$ cat config.mk
export PLATFORM = sky130hd
export DESIGN_NAME = gpc_dual_gpio
export DESIGN_NICKNAME = d
export VERILOG_FILES = /design/src/gpc_pkg.sv /design/src/gpc_dual_gpio.sv
export VERILOG_INCLUDE_DIRS = /design/src
export SDC_FILE = /design/constraint.sdc
export NUM_CORES = 1
export LEC_CHECK = 0
export CAP_MARGIN = 20
export CORE_MARGIN = 5
export CORE_UTILIZATION = 58
export CTS_CLUSTER_DIAMETER = 60
export CTS_CLUSTER_SIZE = 14
export DETAILED_ROUTE_END_ITERATION = 12
export DONT_BUFFER_PORTS = 1
export GPL_ROUTABILITY_DRIVEN = 0
export PLACE_DENSITY = 0.76
export SLEW_MARGIN = 0
export SYNTH_ARGS = -nofsm -noshare
export SYNTH_HDL_FRONTEND = slang
export SYNTH_SLANG_ARGS = --single-unit
$ cat constraint.sdc
create_clock -name ref_clk -period 2.78 [get_ports ref_clk]
set_input_delay 0.417 -clock ref_clk [delete_from_list [all_inputs] [get_ports ref_clk]]
set_output_delay 0.417 -clock ref_clk [all_outputs]
set_load 0.05 [all_outputs]
$ cat src/gpc_consts.svh
// constants for the two-pin general-purpose control register
// assumes inclusion by bare name from the design files
`ifndef GPC_CONSTS_SVH
`define GPC_CONSTS_SVH
`define GPC_CTRL_OFFSET 8'hfc
`define GPC_CTRL_RESET 32'h0000_0000
`define GPC_RSVD_MASK 32'h4e4e_ffff
`define GPC_BIT_UP_EVEN 31
`define GPC_BIT_UP_INV 29
`define GPC_BIT_UP_OE 28
`define GPC_BIT_UP_VAL 24
`define GPC_BIT_LO_EVEN 23
`define GPC_BIT_LO_INV 21
`define GPC_BIT_LO_OE 20
`define GPC_BIT_LO_VAL 16
`define GPC_BE_UPPER 3
`define GPC_BE_LOWER 2
`define GPC_PIN_UPPER 1
`define GPC_PIN_LOWER 0
`define GPC_PAIR_RESET 2'h0
`define GPC_SYNC_LAT 2
`define GPC_PREV_LAT 3
`endif

$ cat src/gpc_pkg.sv
// types shared by the general-purpose pin control block
// assumes gpc_consts.svh holds the numeric constants
`default_nettype none
package gpc_pkg;
  typedef logic [31:0] gpc_word_t; // configuration data word
  typedef logic [7:0] gpc_addr_t; // configuration byte offset
  typedef logic [3:0] gpc_be_t; // byte enables
  typedef logic [1:0] gpc_pair_t; // one bit per pin, upper at index 1
endpackage : gpc_pkg
`default_nettype wire
$ cat src/gpc_dual_gpio.sv
// two general-purpose pins controlled by one configuration register
// assumes a configuration-space access port clocked by ref_clk; pins are asynchronous
// Behaviour
// - all pin controls in one register at FCh
// - upper enable bit 31: event on level change
// - lower enable bit 23: event on level change
// - event recorded as status, mask gates interrupt
// - invert bits 29/21 invert pin polarity
// - output enable bits 28/20 drive, else high-z
// - data bits 24/16 read current pin value
// - data write stores value, driven when enabled
// - reserved bits ignore writes, read zero
`include "gpc_consts.svh"
`timescale 1ns/1ps
`default_nettype none
module gpc_dual_gpio (
  input wire logic ref_clk, // 100 MHz clock
  input wire logic rst_n, // asynchronous reset, active low
  input wire gpc_pkg::gpc_addr_t cfg_addr, // configuration byte offset
  input wire logic cfg_wr, // configuration write strobe
  input wire logic cfg_rd, // configuration read strobe
  input wire gpc_pkg::gpc_be_t cfg_be, // write byte enables
  input wire gpc_pkg::gpc_word_t cfg_wdata, // write data
  output logic [31:0] cfg_rdata, // read data, valid cycle after cfg_rd
  input wire gpc_pkg::gpc_pair_t pin_i, // pin input levels
  output logic [1:0] pin_o, // pin drive levels
  output logic [1:0] pin_oe, // pin output enables
  input wire logic ev_clear, // clear of the event status bit
  input wire logic int_mask, // mask bit for the event
  output logic gp_event_pulse, // one-cycle pin change event
  output logic gp_event_status, // sticky event status
  output logic gp_irq // masked interrupt request
);
  import gpc_pkg::*;

  gpc_pair_t ev_en_ff, inv_ff, oe_ff, val_ff, drive_ff;
  gpc_pair_t meta_ff, sync_ff, prev_ff;
  gpc_word_t rdata_ff;
  logic status_ff;

  // address decode and next control values per byte lane
  wire hit = (cfg_addr == `GPC_CTRL_OFFSET);
  wire wr_hit = cfg_wr && hit;
  wire we_up = wr_hit && cfg_be[`GPC_BE_UPPER];
  wire we_lo = wr_hit && cfg_be[`GPC_BE_LOWER];
  wire gpc_pair_t nxt_ev_en = {we_up ? cfg_wdata[`GPC_BIT_UP_EVEN] : ev_en_ff[`GPC_PIN_UPPER],
                               we_lo ? cfg_wdata[`GPC_BIT_LO_EVEN] : ev_en_ff[`GPC_PIN_LOWER]};
  wire gpc_pair_t nxt_inv = {we_up ? cfg_wdata[`GPC_BIT_UP_INV] : inv_ff[`GPC_PIN_UPPER],
                             we_lo ? cfg_wdata[`GPC_BIT_LO_INV] : inv_ff[`GPC_PIN_LOWER]};
  wire gpc_pair_t nxt_oe = {we_up ? cfg_wdata[`GPC_BIT_UP_OE] : oe_ff[`GPC_PIN_UPPER],
                            we_lo ? cfg_wdata[`GPC_BIT_LO_OE] : oe_ff[`GPC_PIN_LOWER]};
  wire gpc_pair_t nxt_val = {we_up ? cfg_wdata[`GPC_BIT_UP_VAL] : val_ff[`GPC_PIN_UPPER],
                             we_lo ? cfg_wdata[`GPC_BIT_LO_VAL] : val_ff[`GPC_PIN_LOWER]};
  wire gpc_pair_t nxt_drive = nxt_val ^ nxt_inv;

  // control bits; reserved positions have no storage at all
  always_ff @(posedge ref_clk or negedge rst_n) begin
    if (!rst_n) begin
      ev_en_ff <= `GPC_PAIR_RESET;
      inv_ff <= `GPC_PAIR_RESET;
      oe_ff <= `GPC_PAIR_RESET;
      val_ff <= `GPC_PAIR_RESET;
      drive_ff <= `GPC_PAIR_RESET;
    end else begin
      ev_en_ff <= nxt_ev_en;
      inv_ff <= nxt_inv;
      oe_ff <= nxt_oe;
      val_ff <= nxt_val;
      drive_ff <= nxt_drive;
    end
  end

  // pin drivers
  assign pin_o = drive_ff;
  assign pin_oe = oe_ff;

  // two-stage synchroniser then previous sample for change detect
  always_ff @(posedge ref_clk or negedge rst_n) begin
    if (!rst_n) begin
      meta_ff <= `GPC_PAIR_RESET;
      sync_ff <= `GPC_PAIR_RESET;
      prev_ff <= `GPC_PAIR_RESET;
    end else begin
      meta_ff <= pin_i;
      sync_ff <= meta_ff;
      prev_ff <= sync_ff;
    end
  end

  // change on raw level so toggling invert makes no event
  wire gpc_pair_t changed = sync_ff ^ prev_ff;
  wire gpc_pair_t logical_in = sync_ff ^ inv_ff;
  assign gp_event_pulse = |(changed & ev_en_ff);

  // sticky status, a new event wins over a clear
  wire nxt_status = gp_event_pulse || (status_ff && !ev_clear);
  always_ff @(posedge ref_clk or negedge rst_n) begin
    if (!rst_n) begin
      status_ff <= 1'b0;
    end else begin
      status_ff <= nxt_status;
    end
  end
  assign gp_event_status = status_ff;
  assign gp_irq = status_ff && int_mask;

  // read image: reserved bits zero, unmapped offsets read zero
  wire gpc_word_t ctrl_image = {ev_en_ff[`GPC_PIN_UPPER], 1'b0, inv_ff[`GPC_PIN_UPPER],
                                oe_ff[`GPC_PIN_UPPER], 3'h0, logical_in[`GPC_PIN_UPPER],
                                ev_en_ff[`GPC_PIN_LOWER], 1'b0, inv_ff[`GPC_PIN_LOWER],
                                oe_ff[`GPC_PIN_LOWER], 3'h0, logical_in[`GPC_PIN_LOWER],
                                16'h0000};
  wire gpc_word_t nxt_rdata = (cfg_rd && hit) ? ctrl_image : `GPC_CTRL_RESET;
  always_ff @(posedge ref_clk or negedge rst_n) begin
    if (!rst_n) begin
      rdata_ff <= `GPC_CTRL_RESET;
    end else begin
      rdata_ff <= nxt_rdata;
    end
  end
  assign cfg_rdata = rdata_ff;
endmodule : gpc_dual_gpio
`default_nettype wire

==> impl_metrics.tcl, run 1 <==
set metrics [dict create \
    cp-end-kind "primary output" \
    path_delay_family "flip-flops" \
    pwr_density_cell_nw_per_um2 574.2 \
    vias_per_cell 4.590 \
    ys_warn_count 0 \
    wl_met3_um 243 \
    ir_worst_vdd_mv 0.2890 \
    clockBufferDepth 2 \
    die_h_um 54.43 \
    setup_viol 0 \
    critPathBufInv 0 \
    netlist_instances 86 \
    layout_min_cycle_time_ps 1905 \
    die_w_um 54.43 \
    core-area_um2 1922 \
    slew_violations 0 \
    holdPathStages 0 \
    p_leak_nw 0.6086 \
    reg2reg_setup_slack_ps 1430 \
    cp_max_fo 3 \
    fin_crit_sh_pct 68.52 \
    slowest_stage "dfrtp_1" \
    cts_tree "yes" \
    synth_area_leaders "dfrtp_1, buf_4, mux2_4" \
    fin_skew_ps 5.420 \
    initial_core_util_pct 59.57 \
    max_stage_delay_ps 670 \
    post-route-util_pct 58.53 \
    io_pins 91 \
    r2r_end "gp_event_status$_DFF_PN0_" \
    drive_gt1_share_pct 16.67 \
    num-nets-final 143 \
    wl_mm 1.633 \
    hold_ws_ps 118.7 \
    grt_use_total_pct 12.46 \
    hp-start "pin_i[0]" \
    drtPass1Iterations 1 \
    tns_ps 0 \
    cts.clk_slew.worst_paths_ps 130 \
    fin_cells 117 \
    vias 537 \
    syn_area_per_cell_um2 13.31 \
    wl_per_cell_um 13.96 \
    worstReg2RegStart "sync_ff[1]$_DFF_PN0_" \
    cp_data_required_time_ps 2360 \
    netlist_area_um2 1145 \
    route.detailed.drc 0 \
    crit_type "reg2out" \
    place_hpwl_mm 1.284 \
    tightest_slew_ps 577.6 \
    switching_share_pct 31.37 \
    antenna_left 0 \
    yosysTopAreaCellShare_pct 54.64 \
    final_hold_viol_count 0 \
    drt_iter0_markers 0 \
    total_power_mw 0.6458 \
    rsz0062_at_grt "false" \
    areaGrowthSynthToFinish_pct -1.749 \
    overflow 0 \
    startpoint_type "flip-flop" \
    pwr-share-comb_pct 15.5 \
    grt_start_max_net_pins 26 \
    drt-met1-wl_um 564 \
    p_clk_share_pct 23.9 \
    p_int_mw 0.4432 \
    relSlewSlack_pct 61.37 \
    antenna_found_initial 0 \
    place_inst 111 \
    route.met2.wl_um 782 \
    seq_power_share_pct 60.6 \
    insertion_delay_ps 310 \
    max_freq_mhz 525.0 \
    holdCritPathClass "in2reg" \
    synth.yosys.seq_area_share_pct 54.64 \
    grt_pass1_wl_mm 2.504 \
    nFillCells 149 \
    min_to "meta_ff[0]$_DFF_PN0_" \
    root_buffer "clkbuf_4" \
    crit_chain "and2_1" \
    cap_viol_max_count 0 \
    ys_seq_elements 25 \
    synth_cell_types 18 \
    synth_area_leader_cell "dfrtp_1" \
    rows 16 \
    h-tree-depth 1 \
    grt_pass1_vias 580 \
    port_buffers 0 \
    power.switching_mw 0.2026 \
    die-area_um2 2963 \
    top_layer "met4" \
    antennaDiodeCount 0 \
    outcome "complete, no violations" \
    cp_data_arrival_time_ps 1490 \
    reg2regPathDepth 3 \
    cts_sinks 25 \
    cts_made_buffers 3 \
]
## area by class of cell
type                    count  area, µm²  share of cell area [%]
inverters                   1      3.754                  0.3337
well taps                  27      33.78                   3.003
flip-flops and latches     25      625.6                   55.62
multi-input cells          58      410.4                   36.48
repair buffers              2      25.02                   2.225
clock buffers               4      26.28                   2.336
## cell usage after synthesis
master and number:
and2_1 9, buf_4 24, and4bb_1 1, mux2_4 4
and4_4 1, and4_1 1, mux2_2 4, conb_1 1
and3_2 1, buf_6 1, xor2_1 4, mux2i_1 2
inv_1 1, dfrtp_1 25, nand4_2 1, a22o_1 1
xnor2_1 4, a21o_1 1
## how the worst max path moves through the flow
stage                        end  slack, ps  cells past startpoint                      start
final                     gp_irq        880                      1  gp_event_status$_DFF_PN0_
after CTS                 gp_irq        850                      1  gp_event_status$_DFF_PN0_
after global routing      gp_irq        810                      1  gp_event_status$_DFF_PN0_
after floorplan           gp_irq       1240                      1  gp_event_status$_DFF_PN0_
after detailed placement  gp_irq       1210                      1  gp_event_status$_DFF_PN0_
after global placement    gp_irq       1220                      1  gp_event_status$_DFF_PN0_
## kinds of logic (layout without fill, tap and decap cells)
kind of cell           count (synthesis)  after routing  share of synthesized area [%]
flip-flops                            25             25                          54.64
AND/OR/NAND/NOR                       14             14                          9.508
multiplexers                          10             10                          10.93
buffers and inverters                 26              7                          17.05
AO/OA/AOI/OAI                          2              2                          1.421
other                                  1             24                         0.3276
XOR/XNOR                               8              8                          6.120
## power by group through the flow
stage | Combinational, mW | Sequential, mW | Clock (mW)
floorplan | 0.115 | 0.397 | 0
global placement | 0.0889 | 0.399 | 0
detailed placement | 0.0893 | 0.399 | 0
CTS | 0.0972 | 0.392 | 0.159
global route | 0.106 | 0.393 | 0.173
finish | 0.100 | 0.392 | 0.154
## routing by layer
layer,vias up,track usage [%]
li1,238,-
met1,242,14.06
met2,53,19.52
met3,4,3.542
met4,0,9.959
met5,-,0
## timing repair
action | 4_1_cts | 5_1_grt
buffers inserted | 0 | 0
endpoints found under the hold margin | 25 | 0
gates resized for setup | 0 | 0
setup endpoints to repair | 0 | 0
hold buffers | 1 | 0
## sequential cells by signal (all words and copies together), names as in the netlist
| signal | count |
|---|---|
| cfg_rdata | 8 |
| ev_en_ff | 2 |
| gp_event_status | 1 |
| sync_ff | 2 |
| prev_ff | 2 |
| meta_ff | 2 |
| inv_ff | 2 |
| pin_oe | 2 |
| val_ff | 2 |
| pin_o | 2 |
## through the flow
step | cell area [µm²] | setup WS (ps)
global placement | 1074 | 1217
finish | 1125 | 875.1
floorplan | 1231 | 1243
CTS | 1110 | 853.2
detailed placement | 1074 | 1215
global route | 1125 | 808.7
## cells in the final DEF (no fill, tap or decap), drive strengths merged, types with 2 or more instances in the layout
cell type	n
and2	9
and4	2
clkbuf	4
conb	24
dfrtp	25
mux2	8
mux2i	2
xnor2	4
xor2	4
(Power assumes the default switching activity.)
==> inputs of run 2 (changes only) <==
ABC_AREA = 1   (was unset)
CORE_UTILIZATION = 55   (was 58)
PLACE_DENSITY = 0.75   (was 0.76)
clock period = 1.6 ns   (was 2.78 ns; I/O delays follow)
==> impl_metrics.tcl, run 2 <==
set metrics [dict create \
    grt_pass1_vias 789 \
    antenna_found_initial 0 \
    p_leak_nw 0.7582 \
    place_inst 167 \
    seq_power_share_pct 58.3 \
    core-area_um2 2255 \
    synth_area_leaders "dfrtp_1, buf_4, nand2_1" \
    setup_viol 0 \
    rows 17 \
    num-nets-final 200 \
    wl_mm 2.068 \
    cts_made_buffers 3 \
    switching_share_pct 33.13 \
    fin_cells 175 \
    drtPass1Iterations 4 \
    die-area_um2 3460 \
    grt_start_max_net_pins 26 \
    vias 813 \
    place_hpwl_mm 1.676 \
    die_w_um 58.83 \
    dp_slack_ps 335.7 \
    post-route-util_pct 59.60 \
    drive_gt1_share_pct 22.45 \
    largest_reg_flops 8 \
    areaGrowthSynthToFinish_pct 2.481 \
    slew_violations 0 \
    fin_crit_sh_pct 93.29 \
    netlist_area_um2 1311 \
    ys_seq_elements 25 \
    drt_iter0_markers 22 \
    synth-main-ff-cell "dfrtp_1" \
    final_hold_viol_count 0 \
    cts.clk_slew.worst_paths_ps 130 \
    cp-end-kind "primary output" \
    rsz0062_at_grt "false" \
    holdCritPathClass "in2reg" \
    layout_min_cycle_time_ps 1493 \
    wl_per_cell_um 11.82 \
    layout_commonest_cell "dfrtp_1" \
    antenna_left 0 \
    vias_per_cell 4.646 \
    root_buffer "clkbuf_4" \
    synth_common_cells "dfrtp_1, buf_4, nand2_1, inv_1" \
    syn_area_per_cell_um2 9.366 \
    hold_ws_ps 28.74 \
    cap_viol_max_count 0 \
    synth_cell_types 19 \
    cp_data_arrival_time_ps 1250 \
    max_freq_mhz 670.0 \
    ir_worst_vdd_mv 0.7802 \
    route.detailed.drc 0 \
    pwr_density_cell_nw_per_um2 859.9 \
    p_clk_share_pct 23.0 \
    synth_area_leader_cell "dfrtp_1" \
    nFillCells 197 \
    die_h_um 58.83 \
    total_power_mw 1.156 \
    fin_skew_ps 8.966 \
    outcome "complete, no violations" \
    grt_pass1_wl_mm 3.277 \
    netlist_instances 140 \
    power.switching_mw 0.3828 \
    insertion_delay_ps 310 \
    crit_type "reg2out" \
    p_int_mw 0.7727 \
    synth.yosys.seq_area_share_pct 47.71 \
    fin_ws_ps 107.4 \
    tns_ps 0 \
    cts_tree "yes" \
    ys_warn_count 0 \
    synth_async_sr_flop_share_pct 100.0 \
    antennaDiodeCount 0 \
    h-tree-depth 1 \
    yosysTopAreaCellShare_pct 47.71 \
    final_cell_mix "dfrtp_1, conb_1, nand2_1" \
    port_buffers 0 \
    pwr-share-comb_pct 18.7 \
    cp_data_required_time_ps 1360 \
    postLayoutCellArea_um2 1344 \
    startpoint_type "flip-flop" \
    yosysMostFrequentCell "dfrtp_1" \
    synth_edf_count 0 \
    io_pins 91 \
    grt_use_total_pct 12.25 \
    overflow 0 \
    dpl-instance-area_um2 1255 \
    cts_sinks 25 \
    clockBufferDepth 2 \
    cp_max_fo 5 \
    initial_core_util_pct 58.16 \
]
## run 2: cell types whose count changed after synthesis, sizes merged, moves of 7 or more
cell   previous run  this run
a21oi             0         7
and2              9         0
inv               1        19
mux2              8         0
nand2             0        33
nand4             1        10
nor2              0        14
## run 2: path summary, 6_finish.rpt
| check | start | end | slack, ps | cells after the start |
|---|---|---|---|---|
| max reg2reg | pin_oe[1]$_DFFE_PN0N_ | pin_oe[1]$_DFFE_PN0N_ | 640 | 2 |
| max | sync_ff[1]$_DFF_PN0_ | gp_event_pulse | 110 | 3 |
| min reg2reg | meta_ff[1]$_DFF_PN0_ | sync_ff[1]$_DFF_PN0_ | 350 | 0 |
| min in group asynchronous | rst_n | pin_oe[1]$_DFFE_PN0N_ | 190 | 1 |
| min | ev_clear | gp_event_status$_DFF_PN0_ | 30 | 1 |
| max in group asynchronous | rst_n | sync_ff[0]$_DFF_PN0_ | 1000 | 2 |
## run 2: kinds of logic (layout without fill, tap and decap cells)
kind of cell,count (synthesis),in the layout,share of synthesized area (%)
other,1,24,0.2860
and+or+nand+nor,59,59,27.86
DFF,25,25,47.71
AOI/OAI and AO/OA,11,11,4.580
buffers and inverters,44,28,19.56
## run 2: final cells by class
class                           count  area (µm²)  area share (%)
Sequential cell                    25       625.6           46.55
Multi-Input combinational cell     94       521.8           38.83
Inverter                           19       71.32           5.307
Timing Repair Buffer                5       62.56           4.655
Tap cell                           28       35.03           2.607
Clock buffer                        3       22.52           1.676
Clock inverter                      1       5.005          0.3724
## run 2: critical path: stages, from the launching register on
cell and delay [ps]:
dfrtp_1 430, o21ai_0 170, a21o_1 140, nand2_2 190
## run 2: timing repair
item | CTS | global route
resized for setup | 1 | 2
hold buffers | 3 | 0
setup buffers | 0 | 0
pin swaps | 0 | 1
endpoints found under the setup margin | 1 | 1
cloned | 0 | 0
endpoints found under the hold margin | 27 | 0
## run 2: per-layer routing
layer | global-route usage [%] | wire (µm) | up-vias
met5 | 0 | 0 | -
met4 | 1.942 | 7 | 0
met3 | 5.263 | 234 | 2
met2 | 22.08 | 1108 | 38
met1 | 13.50 | 718 | 371
li1 | - | - | 402
## run 2: power by group through the flow
stage	logic [mW]	clock network [mW]	registers, mW
2_1_floorplan	0.228	0	0.689
3_3_place_gp	0.187	0	0.685
3_5_place_dp	0.189	0	0.686
4_1_cts	0.208	0.276	0.673
5_1_grt	0.230	0.306	0.677
6_report	0.216	0.266	0.674
